File: src/core/nand_seq_pkg.sv
// Shared constants and types for the flash cache-operation sequencer.
// Assumes a 40 MHz core clock; all times are converted to cycle counts here.
package nand_seq_pkg;

  // ---------------------------------------------------------------
  // Clock
  // ---------------------------------------------------------------
  localparam int CLK_MHZ = 40;

  // ---------------------------------------------------------------
  // Command codes
  // ---------------------------------------------------------------
  localparam logic [7:0] CMD_READ1       = 8'h00;
  localparam logic [7:0] CMD_READ2       = 8'h30;
  localparam logic [7:0] CMD_READ_CACHE  = 8'h31;
  localparam logic [7:0] CMD_READ_LAST   = 8'h3F;
  localparam logic [7:0] CMD_COPY_READ   = 8'h3A;
  localparam logic [7:0] CMD_DATA_IN     = 8'h80;
  localparam logic [7:0] CMD_DATA_IN2    = 8'h81;
  localparam logic [7:0] CMD_PROG        = 8'h10;
  localparam logic [7:0] CMD_PROG_PLANE  = 8'h11;
  localparam logic [7:0] CMD_PROG_CACHE  = 8'h15;
  localparam logic [7:0] CMD_ERASE1      = 8'h60;
  localparam logic [7:0] CMD_ERASE2      = 8'hD0;
  localparam logic [7:0] CMD_STATUS      = 8'h70;
  localparam logic [7:0] CMD_RESET       = 8'hFF;

  // ---------------------------------------------------------------
  // Status bit positions
  // ---------------------------------------------------------------
  localparam int STAT_READY_BIT = 6;
  localparam int STAT_FAIL_BIT  = 0;

  // ---------------------------------------------------------------
  // Busy limits (us) and derived cycle counts, rounded down
  // ---------------------------------------------------------------
  localparam int CACHE_WRITE_BUSY_SHORT_US = 10;
  localparam int CACHE_WRITE_BUSY_LONG_US  = 700;
  localparam int PROG_TIME_US              = 700;
  localparam int ARRAY_FETCH_TIME_US       = 25;
  localparam int CACHE_READ_BUSY_TIME_US   = 25;
  localparam int PAGE_COPY_BUSY_TIME_US    = 30;
  localparam int BLOCK_ERASE_BUSY_TIME_US  = 5000;
  localparam int RESET_BUSY_US             = 500;
  localparam int CACHE_WRITE_BUSY_SHORT_CYC = CACHE_WRITE_BUSY_SHORT_US * CLK_MHZ;
  localparam int CACHE_WRITE_BUSY_LONG_CYC  = CACHE_WRITE_BUSY_LONG_US * CLK_MHZ;
  localparam int PROG_TIME_CYC              = PROG_TIME_US * CLK_MHZ;
  localparam int ARRAY_FETCH_TIME_CYC       = ARRAY_FETCH_TIME_US * CLK_MHZ;
  localparam int CACHE_READ_BUSY_TIME_CYC   = CACHE_READ_BUSY_TIME_US * CLK_MHZ;
  localparam int PAGE_COPY_BUSY_TIME_CYC    = PAGE_COPY_BUSY_TIME_US * CLK_MHZ;
  localparam int BLOCK_ERASE_BUSY_TIME_CYC  = BLOCK_ERASE_BUSY_TIME_US * CLK_MHZ;
  localparam int RESET_BUSY_CYC             = RESET_BUSY_US * CLK_MHZ;

  // ---------------------------------------------------------------
  // Pin cycle timing: each bus phase lasts this many clocks
  // ---------------------------------------------------------------
  localparam int STROBE_LOW_CYC  = 1;
  localparam int STROBE_HIGH_CYC = 1;
  localparam int TURNAROUND_CYC  = 3;  // Covers WE-high-to-RE-low 60 ns
  localparam logic [2:0] STRB_CNT_W = 3'h0;

  // ---------------------------------------------------------------
  // Page geometry, limits
  // ---------------------------------------------------------------
  localparam int MAX_PARTIAL_PROG = 4;
  localparam int ADDR_CYCLES      = 5;
  localparam int TIMER_W          = 24;
  localparam int BUF_DEPTH        = 2;

  // ---------------------------------------------------------------
  // Host operation codes
  // ---------------------------------------------------------------
  typedef enum logic [2:0] {
    OP_READ, OP_READ_CACHE, OP_READ_LAST, OP_COPY_READ,
    OP_PROG, OP_PROG_CACHE, OP_PROG_PLANE, OP_ERASE
  } op_t;

  typedef enum logic [1:0] {
    RES_OK, RES_FAIL, RES_TIMEOUT, RES_REFUSED
  } result_t;

endpackage : nand_seq_pkg

File: src/core/byte_stream_if.sv
// Valid/ready byte stream carrier between the sequencer and its buffer.
// Assumes one clock domain shared by both ends.
`timescale 1ns/1ps
interface byte_stream_if;
  logic       valid;
  logic       ready;
  logic [7:0] data;
  modport src (output valid, output data, input ready);
  modport snk (input valid, input data, output ready);
endinterface : byte_stream_if

File: src/core/skid_buffer2.sv
// Two-entry valid/ready buffer for read data.
// Assumes a single clock and active-low asynchronous reset.
`timescale 1ns/1ps
module skid_buffer2
  import nand_seq_pkg::*;
(
  input  wire logic   core_clk,
  input  wire logic   rst_b,
  byte_stream_if.snk  inS,
  byte_stream_if.src  outS
);

  typedef struct packed {
    logic [BUF_DEPTH-1:0][7:0] mem;
    logic                      wrPtr;
    logic                      rdPtr;
    logic [1:0]                count;
  } buf_state_t;

  buf_state_t st_r;
  buf_state_t st_nxt;
  logic       push;
  logic       pop;

  assign inS.ready  = (st_r.count != 2'h2);
  assign outS.valid = (st_r.count != 2'h0);
  assign outS.data  = st_r.mem[st_r.rdPtr];
  assign push       = inS.valid && inS.ready;
  assign pop        = outS.valid && outS.ready;

  always_comb begin
    st_nxt = st_r;
    if (push) begin
      st_nxt.mem[st_r.wrPtr] = inS.data;
      st_nxt.wrPtr           = ~st_r.wrPtr;
    end
    if (pop) begin
      st_nxt.rdPtr = ~st_r.rdPtr;
    end
    st_nxt.count = 2'(st_r.count + {1'b0, push} - {1'b0, pop});
  end

  always_ff @(posedge core_clk or negedge rst_b) begin
    if (!rst_b) begin
      st_r <= '0;
    end else begin
      st_r <= st_nxt;
    end
  end

endmodule : skid_buffer2

File: src/core/nand_cache_sequencer.sv
// Host-side sequencer driving an 8-bit asynchronous flash over its pins.
// Assumes pins are wired directly; ready_busy_n and I/O inputs are asynchronous.
//
// Overview of operation
// - Refuse a fifth partial program of one page before block erase.
// - Single-plane cache series ends with 80h then 10h.
// - Series ended 80h/15h: poll status 70h until bit 6 ready.
// - Multi-page cache series ends with 81h then 10h; the code ends OP_PROG_PLANE with 81h then 11h.
// - Series ended 81h/15h: poll status as for single plane.
// - After a 15h-ended series completes, send reset FFh first.
// - Never drive I/O bus while device outputs data.
// - Cache program uses 80h then 15h; normal program 80h then 10h.
`timescale 1ns/1ps
module nand_cache_sequencer
  import nand_seq_pkg::*;
(
  input  wire logic        core_clk,
  input  wire logic        rst_b,
  input  wire logic        reqValid,
  output logic             reqReady,
  input  wire op_t         reqOp,
  input  wire logic [39:0] reqAddr,
  input  wire logic [11:0] reqLen,
  input  wire logic        wrValid,
  output logic             wrReady,
  input  wire logic [7:0]  wrData,
  output logic             rdValid,
  input  wire logic        rdReady,
  output logic [7:0]       rdData,
  output logic             doneValid,
  output result_t          doneResult,
  output logic             cacheOpen,
  output logic             cle,
  output logic             ale,
  output logic             chipSel_n,
  output logic             writeStrobe_n,
  output logic             output_strobe_n,
  output logic [7:0]       ioOut,
  output logic             ioOe_n,
  input  wire logic [7:0]  ioIn,
  input  wire logic        ready_busy_n
);

  typedef enum logic [3:0] {
    S_IDLE, S_CMD1, S_ADDR, S_DATA, S_CMD2, S_BUSY, S_STAT_CMD, S_STAT_RD,
    S_READ, S_RESET, S_DONE
  } state_t;

  typedef struct packed {
    state_t              st;
    op_t                 op;
    logic [39:0]         addr;
    logic [2:0]          addrIdx;
    logic [11:0]         len;
    logic [TIMER_W-1:0]  timer;
    logic [1:0]          phase;
    logic                polling;
    logic                needReset;
    logic                cacheOpen;
    logic [39:0]         lastPage;
    logic [2:0]          partialCnt;
    logic                reqReady;
    logic                wrReady;
    logic                doneValid;
    result_t             doneResult;
    logic                cle;
    logic                ale;
    logic                chipSel_n;
    logic                writeStrobe_n;
    logic                readStrobe_n;
    logic [7:0]          ioOut;
    logic                ioOe_n;
    logic [1:0]          rbSync;
    logic [7:0]          ioSync1;
    logic [7:0]          ioSync2;
  } seq_state_t;

  seq_state_t    s_r;
  seq_state_t    s_nxt;
  byte_stream_if rdIn ();
  byte_stream_if rdOut ();

  // ---------------------------------------------------------------
  // Read data buffer
  // ---------------------------------------------------------------
  skid_buffer2 u_buf (.core_clk(core_clk), .rst_b(rst_b), .inS(rdIn.snk), .outS(rdOut.src));
  // Pop only when the output register is free or being drained
  assign rdOut.ready = !rdVal_r || rdReady;

  logic [7:0] rdHold_r;
  logic       rdVal_r;
  always_ff @(posedge core_clk or negedge rst_b) begin
    if (!rst_b) begin
      rdHold_r <= 8'h00;
      rdVal_r  <= 1'b0;
    end else if (!rdVal_r || rdReady) begin
      rdVal_r  <= rdOut.valid;
      rdHold_r <= rdOut.data;
    end
  end
  assign rdValid = rdVal_r;
  assign rdData  = rdHold_r;

  logic [TIMER_W-1:0] busyLimit;
  logic               rbReady;
  logic [7:0]         secondCmd;
  logic               pushRead;

  assign rbReady = s_r.rbSync[1];
  // Synchronised byte is settled in phase 3; room was checked before the strobe
  assign pushRead = (s_r.st == S_READ) && (s_r.phase == 2'h3);
  assign rdIn.valid = pushRead;
  assign rdIn.data  = s_r.ioSync2;

  always_comb begin
    unique case (s_r.op)
      OP_READ:       busyLimit = TIMER_W'(ARRAY_FETCH_TIME_CYC);
      OP_READ_CACHE,
      OP_READ_LAST:  busyLimit = TIMER_W'(CACHE_READ_BUSY_TIME_CYC);
      OP_COPY_READ:  busyLimit = TIMER_W'(PAGE_COPY_BUSY_TIME_CYC);
      OP_PROG_CACHE: busyLimit = TIMER_W'(CACHE_WRITE_BUSY_LONG_CYC);
      OP_PROG_PLANE: busyLimit = TIMER_W'(CACHE_WRITE_BUSY_SHORT_CYC);
      OP_PROG:       busyLimit = TIMER_W'(2 * PROG_TIME_CYC);
      OP_ERASE:      busyLimit = TIMER_W'(BLOCK_ERASE_BUSY_TIME_CYC);
    endcase
    unique case (s_r.op)
      OP_READ:       secondCmd = CMD_READ2;
      OP_READ_CACHE: secondCmd = CMD_READ_CACHE;
      OP_READ_LAST:  secondCmd = CMD_READ_LAST;
      OP_COPY_READ:  secondCmd = CMD_COPY_READ;
      OP_PROG_CACHE: secondCmd = CMD_PROG_CACHE;
      OP_PROG_PLANE: secondCmd = CMD_PROG_PLANE;
      OP_PROG:       secondCmd = CMD_PROG;
      OP_ERASE:      secondCmd = CMD_ERASE2;
    endcase
  end

  // ---------------------------------------------------------------
  // Sequencer
  // ---------------------------------------------------------------
  always_comb begin
    s_nxt = s_r;
    s_nxt.rbSync  = {s_r.rbSync[0], ready_busy_n};
    s_nxt.ioSync1 = ioIn;
    s_nxt.ioSync2 = s_r.ioSync1;
    s_nxt.doneValid = 1'b0;
    s_nxt.reqReady  = 1'b0;
    s_nxt.wrReady   = 1'b0;
    s_nxt.cle = 1'b0;
    s_nxt.ale = 1'b0;
    s_nxt.writeStrobe_n = 1'b1;
    s_nxt.readStrobe_n  = 1'b1;
    s_nxt.phase = 2'(s_r.phase + 2'h1);
    unique case (s_r.st)
      S_IDLE: begin
        s_nxt.chipSel_n = 1'b1;
        s_nxt.ioOe_n    = 1'b1;
        s_nxt.phase     = 2'h0;
        if (s_r.needReset) begin
          s_nxt.st        = S_RESET;
          s_nxt.chipSel_n = 1'b0;
        end else if (reqValid && !s_r.reqReady) begin
          s_nxt.reqReady = 1'b1;
          s_nxt.op   = reqOp;
          s_nxt.addr = reqAddr;
          s_nxt.len  = reqLen;
          s_nxt.addrIdx = 3'h0;
          if (reqOp inside {OP_PROG, OP_PROG_CACHE, OP_PROG_PLANE} &&
              reqAddr[39:16] == s_r.lastPage[39:16] &&
              s_r.partialCnt == 3'(MAX_PARTIAL_PROG)) begin
            s_nxt.doneValid  = 1'b1;
            s_nxt.doneResult = RES_REFUSED;
          end else begin
            s_nxt.chipSel_n = 1'b0;
            s_nxt.st = (reqOp inside {OP_READ_CACHE, OP_READ_LAST}) ? S_CMD2 : S_CMD1;
          end
        end
      end
      S_CMD1, S_CMD2, S_RESET, S_STAT_CMD: begin
        s_nxt.ioOe_n = 1'b0;
        s_nxt.cle    = (s_r.phase != 2'h3);
        s_nxt.writeStrobe_n = (s_r.phase != 2'h1);
        unique case (s_r.st)
          S_CMD1: s_nxt.ioOut = (s_r.op inside {OP_PROG, OP_PROG_CACHE}) ? CMD_DATA_IN :
                                (s_r.op == OP_PROG_PLANE) ? CMD_DATA_IN2 :
                                (s_r.op == OP_ERASE) ? CMD_ERASE1 : CMD_READ1;
          S_CMD2:     s_nxt.ioOut = secondCmd;
          S_RESET:    s_nxt.ioOut = CMD_RESET;
          S_STAT_CMD: s_nxt.ioOut = CMD_STATUS;
          default:    s_nxt.ioOut = 8'h00;
        endcase
        if (s_r.phase == 2'h3) begin
          s_nxt.timer = '0;
          unique case (s_r.st)
            S_CMD1:     s_nxt.st = S_ADDR;
            S_CMD2:     s_nxt.st = S_BUSY;
            S_RESET:    s_nxt.st = S_BUSY;
            S_STAT_CMD: s_nxt.st = S_STAT_RD;
            default:    s_nxt.st = S_IDLE;
          endcase
          if (s_r.st == S_RESET) begin
            s_nxt.needReset = 1'b0;
            s_nxt.polling   = 1'b1;
          end
          if (s_r.st == S_CMD2 && s_r.op == OP_READ_CACHE) begin
            s_nxt.addr[11:0] = 12'h000;
          end
        end
      end
      S_ADDR: begin
        s_nxt.ioOe_n = 1'b0;
        s_nxt.ale    = (s_r.phase != 2'h3);
        s_nxt.writeStrobe_n = (s_r.phase != 2'h1);
        s_nxt.ioOut  = s_r.addr[8*s_r.addrIdx +: 8];
        if (s_r.phase == 2'h3) begin
          s_nxt.addrIdx = 3'(s_r.addrIdx + 3'h1);
          if ((s_r.op == OP_ERASE && s_r.addrIdx == 3'h4) || s_r.addrIdx == 3'(ADDR_CYCLES - 1)) begin
            s_nxt.st = (s_r.op inside {OP_PROG, OP_PROG_CACHE, OP_PROG_PLANE}) ? S_DATA : S_CMD2;
          end else if (s_r.op == OP_ERASE && s_r.addrIdx == 3'h0) begin
            s_nxt.addrIdx = 3'h2;
          end
        end
      end
      S_DATA: begin
        s_nxt.ioOe_n = 1'b0;
        s_nxt.phase  = s_r.phase;
        if (s_r.len == 12'h000) begin
          s_nxt.st = S_CMD2;
          s_nxt.phase = 2'h0;
        end else if (s_r.phase == 2'h0) begin
          s_nxt.wrReady = 1'b1;
          if (wrValid && s_r.wrReady) begin
            s_nxt.wrReady = 1'b0;
            s_nxt.ioOut = wrData;
            s_nxt.writeStrobe_n = 1'b0;
            s_nxt.phase = 2'h1;
          end
        end else begin
          s_nxt.phase = 2'h0;
          s_nxt.len = 12'(s_r.len - 12'h001);
        end
      end
      S_BUSY: begin
        s_nxt.ioOe_n = 1'b1;
        s_nxt.timer = TIMER_W'(s_r.timer + 1'b1);
        if (s_r.timer > 2 && rbReady) begin
          s_nxt.phase = 2'h0;
          if (s_r.polling) begin
            // Automatic reset finished: no result reported
            s_nxt.polling   = 1'b0;
            s_nxt.chipSel_n = 1'b1;
            s_nxt.st        = S_IDLE;
          end else if (s_r.op inside {OP_PROG, OP_PROG_CACHE, OP_PROG_PLANE, OP_ERASE}) begin
            s_nxt.st = S_STAT_CMD;
          end else begin
            s_nxt.st = S_READ;
          end
        end else if (s_r.timer >= busyLimit + TIMER_W'(RESET_BUSY_CYC)) begin
          if (s_r.polling) begin
            s_nxt.polling   = 1'b0;
            s_nxt.chipSel_n = 1'b1;
            s_nxt.st        = S_IDLE;
          end else begin
            s_nxt.st = S_DONE;
            s_nxt.doneResult = RES_TIMEOUT;
          end
        end
      end
      S_STAT_RD: begin
        s_nxt.ioOe_n = 1'b1;
        s_nxt.readStrobe_n = (s_r.phase != 2'h0);
        if (s_r.phase == 2'h3) begin
          if (s_r.ioSync2[STAT_READY_BIT] == 1'b0) begin
            s_nxt.st = S_STAT_CMD;
          end else begin
            s_nxt.st = S_DONE;
            s_nxt.chipSel_n = 1'b1;
            s_nxt.doneResult = s_r.ioSync2[STAT_FAIL_BIT] ? RES_FAIL : RES_OK;
          end
        end
      end
      S_READ: begin
        s_nxt.ioOe_n = 1'b1;
        // Strobe only with buffer room, so a stall never drops a byte
        s_nxt.readStrobe_n = !(s_r.phase == 2'h0 && rdIn.ready && s_r.len != 12'h000);
        if (s_r.len == 12'h000) begin
          s_nxt.st = S_DONE;
          s_nxt.doneResult = RES_OK;
          s_nxt.chipSel_n = 1'b1;
        end else if (s_r.phase == 2'h0 && !rdIn.ready) begin
          s_nxt.phase = s_r.phase;
        end else if (s_r.phase == 2'h3) begin
          s_nxt.len = 12'(s_r.len - 12'h001);
          if (s_r.len <= 12'h001) begin
            s_nxt.st = S_DONE;
            s_nxt.doneResult = RES_OK;
            s_nxt.chipSel_n = 1'b1;
          end
        end
      end
      S_DONE: begin
        s_nxt.doneValid = 1'b1;
        s_nxt.chipSel_n = 1'b1;
        s_nxt.st = S_IDLE;
        if (s_r.op inside {OP_PROG, OP_PROG_CACHE, OP_PROG_PLANE}) begin
          s_nxt.partialCnt = (s_r.addr[39:16] == s_r.lastPage[39:16]) ?
                             3'(s_r.partialCnt + 3'h1) : 3'h1;
          s_nxt.lastPage = s_r.addr;
        end else if (s_r.op == OP_ERASE && s_r.addr[39:22] == s_r.lastPage[39:22]) begin
          s_nxt.partialCnt = 3'h0;
        end
        s_nxt.cacheOpen = (s_r.op == OP_PROG_CACHE);
        s_nxt.needReset = (s_r.op == OP_PROG_CACHE);
        if (s_r.doneResult == RES_TIMEOUT) begin
          s_nxt.needReset = 1'b1;
        end
      end
      default: s_nxt.st = S_IDLE;
    endcase
  end

  always_ff @(posedge core_clk or negedge rst_b) begin
    if (!rst_b) begin
      s_r <= '{st: S_IDLE, op: OP_READ, chipSel_n: 1'b1, writeStrobe_n: 1'b1,
               readStrobe_n: 1'b1, ioOe_n: 1'b1, doneResult: RES_OK, default: '0};
    end else begin
      s_r <= s_nxt;
    end
  end

  assign reqReady        = s_r.reqReady;
  assign wrReady         = s_r.wrReady;
  assign doneValid       = s_r.doneValid;
  assign doneResult      = s_r.doneResult;
  assign cacheOpen       = s_r.cacheOpen;
  assign cle             = s_r.cle;
  assign ale             = s_r.ale;
  assign chipSel_n       = s_r.chipSel_n;
  assign writeStrobe_n   = s_r.writeStrobe_n;
  assign output_strobe_n = s_r.readStrobe_n;
  assign ioOut           = s_r.ioOut;
  assign ioOe_n          = s_r.ioOe_n;

endmodule : nand_cache_sequencer

File: config.mk
export PLATFORM = sky130hd
export DESIGN_NAME = nand_cache_sequencer
export DESIGN_NICKNAME = d
export VERILOG_FILES = /design/src/core/nand_seq_pkg.sv /design/src/core/byte_stream_if.sv /design/src/core/skid_buffer2.sv /design/src/core/nand_cache_sequencer.sv
export SDC_FILE = /design/constraint.sdc
export NUM_CORES = 1
export LEC_CHECK = 0
export BUFFER_PORTS_ARGS = -buffer_cell sky130_fd_sc_hd__clkbuf_2
export CAP_MARGIN = 20
export CELL_PAD_IN_SITES_DETAIL_PLACEMENT = 0
export CELL_PAD_IN_SITES_GLOBAL_PLACEMENT = 1
export CORE_MARGIN = 2
export CORE_UTILIZATION = 42
export CTS_BUF_LIST = sky130_fd_sc_hd__clkbuf_8 sky130_fd_sc_hd__clkbuf_16
export DETAILED_ROUTE_END_ITERATION = 7
export GPL_TIMING_DRIVEN = 0
export PLACE_DENSITY = 0.77
export SLEW_MARGIN = 20
export SYNTH_ARGS = -nofsm -noshare
export SYNTH_HDL_FRONTEND = slang
export SYNTH_SLANG_ARGS = --single-unit
File: constraint.sdc
create_clock -name core_clk -period 4.6 [get_ports core_clk]
set_clock_uncertainty 0.2 [all_clocks]
set_input_delay 0.69 -clock core_clk [delete_from_list [all_inputs] [get_ports core_clk]]
set_output_delay 0.69 -clock core_clk [all_outputs]
set_load 0.005 [all_outputs]
==> flow_summary.json <==
{
  "yosys_warnings": 0,
  "seqCellArea_um2": 4610,
  "cts_buffers": 17,
  "crit_chain": "clkbuf_8, inv_4, ha_2, clkbuf_8, inv_2, or4_4, a21oi_4, o21ai_1, a21oi_2, mux2_4, ha_1, a21oi_2, nor2b_1, or4_4, or4b_4, and3_4, buf_6, mux2_4",
  "crit_arrival_ps": 4470,
  "rrSetupSlack_ps": 250,
  "place_inst": 1471,
  "worst-r2r-cell-count": 18,
  "setup_viol": 0,
  "tightest_slew_ps": 1100,
  "slowest_stage": "or4b_4",
  "first_pass_iters": 6,
  "worstPathRequired_ps": 4720,
  "hp-class": "reg2reg",
  "syn_inst": 1045,
  "die_w_um": 158,
  "instances_no_fill": 1510,
  "clk_latency_ps": 440,
  "pre_cts_slack_ps": -351,
  "max_cap_violations": 0,
  "start_util_pct": 42.6,
  "leakage_nw": 5.39,
  "wirelength_mm": 26.7,
  "synth-async-reset-ratio_pct": 100,
  "ir_drop_uv": 297,
  "ys_ff_latch": 184,
  "dieArea_um2": 25000,
  "setup_tns_ps": 0,
  "grt_first_pass_wirelength_mm": 43.1,
  "hold-worst-slack_ps": 150,
  "place_hpwl_mm": 19.9,
  "cp_top_family": "simple AND/OR/NAND/NOR gates",
  "gp_congestion": 0.893,
  "place_area_um2": 11000,
  "io_pins": 106,
  "nFillCells": 2270,
  "initialDrtViolationCount": 522,
  "cts_root_buffer": "clkbuf_16",
  "cp_max_fo": 5,
  "htree_levels": 4,
  "grt_usage_pct": 22.3,
  "mostFrequentLayoutCell": "dfrtp_1",
  "ant_nets": 0,
  "core_um2": 23400,
  "avgSynthCellArea_um2": 9.55,
  "cpPeakStageDelay_ps": 570,
  "worst-setup-path-type": "reg2reg",
  "maxSlewViolCount": 0,
  "multiInputGateArea_um2": 4950,
  "num_rows": 56,
  "cts_tree": "built",
  "finalWorstSetupSlack_ps": 251,
  "fin_util_pct": 49.9,
  "drive_gt1_share_pct": 20.2,
  "syn_nets": 1157,
  "grt_pass1_vias": 7943,
  "synth-main-ff-cell": "dfrtp_1",
  "end_kind": "register",
  "wire_per_inst_um": 17.7,
  "die_y_um": 158,
  "grt_max_degree": 90,
  "antenna_found_initial": 0,
  "io_buffers": 105,
  "ys_seq_area_share_pct": 46.2,
  "vias": 8149,
  "clockBufferDepth": 2,
  "areaGrowthSynthToFinish_pct": 17.0,
  "period_share_pct": 94.5,
  "synth_cell_types": 73,
  "viasPerCell": 5.40,
  "power.density_nw_per_um2": 634,
  "nets": 1290,
  "min_period_ps": 4350,
  "cp.depth": 18,
  "outcome": "finished clean",
  "rsz0062_at_grt": "no",
  "total_power_mw": 7.40,
  "insertedDiodeCount": 0,
  "drc": 0,
  "synth_edf_count": 0,
  "final_area_um2": 11700,
  "relSlewSlack_pct": 26.0,
  "clk_pin_slew_ps": 70,
  "max_freq_mhz": 230,
  "mostFrequentLayoutCells": "179 x dfrtp_1, 159 x nand2_1, 104 x clkbuf_2",
  "finalHoldViolCount": 0,
  "worstSetupStartpointType": "register",
  "syn_area_um2": 9970,
  "overflow": 0,
  "clkSinkCount": 184,
  "crit_buf_inv": 5,
  "min_path_cells": 0
}
-- sequential cells by signal, indices dropped and copies added (netlist names), 2 cells and up --
register / count
doneResult: 2
ioOut: 8
rdData: 8
rdIn.data: 8
s_nxt: 9
s_r: 117
u_buf.st_r: 20
-- where the power goes --
group / leakage [nW] / switching, mW / internal [mW]
sequential: 2.39 / 0.497 / 2.14
clock: 0.280 / 0.688 / 0.775
combinational: 2.72 / 1.87 / 1.42
total: 5.39 / 3.05 / 4.34
-- Yosys cell counts (all sizes together) (7+ instances only) --
master  count  area share [%]
a21oi      63             3.2
a31oi       7            0.44
and3       11            0.70
buf        25             1.5
clkbuf     37             1.4
dfrtp     180              45
ha         35             4.4
inv        42             1.6
mux2       44             5.0
mux2i      14             1.4
mux4        8             1.8
nand2     159             6.0
nand2b      8            0.50
nand3      35             1.8
nand4      20             1.3
nor2       64             2.4
nor2b       7            0.44
nor3       21             1.1
nor4       19             1.3
o211ai     11            0.83
o21ai      74             3.7
o22ai       8            0.50
o31ai      11            0.83
xnor2      36             3.2
xor2       25             2.2
-- cells by family after synthesis --
group,share of synthesized area [%]
buffers and inverters,4.57
AOI/OAI and AO/OA,13.7
and+or+nand+nor,17.6
adders and majority gates,4.39
DFF,46.2
xor gates and xnor gates,5.36
muxes,8.22
-- cell type report --
cell class,instances,area share (%)
tap,319,3.42
multi-input combinational,754,42.4
clock buffer,18,3.76
timing repair buffer,115,5.59
sequential,184,39.5
clock inverter,14,1.19
buffer,61,2.59
inverter,45,1.50
-- repair_timing --
action                     4_1_cts  5_1_grt
buffers inserted                 7        0
pin swaps                        5        6
hold buffers                     1        0
cloned                           0        0
setup endpoints to repair        5        4
hold endpoints to repair        13        0
gates resized for setup         12        5
-- worst reg2reg max path: stages, from the launching register on --
cell and delay (ps):
dfrtp_1 390, clkbuf_8 140, inv_4 60, ha_2 160
clkbuf_8 120, inv_2 50, or4_4 440, a21oi_4 180
o21ai_1 80, a21oi_2 180, mux2_4 310, ha_1 190
a21oi_2 110, nor2b_1 50, or4_4 420, or4b_4 570
and3_4 180, buf_6 120, mux2_4 290
-- metal layers --
| metal | wire, µm | track usage [%] | vias to the layer above |
|---|---|---|---|
| met5 | 0 | 0 | - |
| met3 | 1230 | 3.50 | 38 |
| met2 | 12600 | 36.0 | 217 |
| met1 | 12100 | 30.5 | 3931 |
| met4 | 699 | 8.15 | 0 |
| li1 | - | - | 3963 |
-- final timing paths --
check / startpoint / end
max: s_r[165]$_DFFE_PN0P_ / s_r[167]$_DFFE_PN0P_
min: s_nxt[7]$_DFF_PN0_ / rdIn.data[7]$_DFF_PN0_
max reg2reg: s_r[165]$_DFFE_PN0P_ / s_r[167]$_DFFE_PN0P_
min reg2reg: s_nxt[7]$_DFF_PN0_ / rdIn.data[7]$_DFF_PN0_
max in group asynchronous: rst_b / ioOe_n$_DFFE_PN1P_
min in group asynchronous: rst_b / s_nxt[17]$_DFF_PN0_
(Power assumes the default switching activity.)
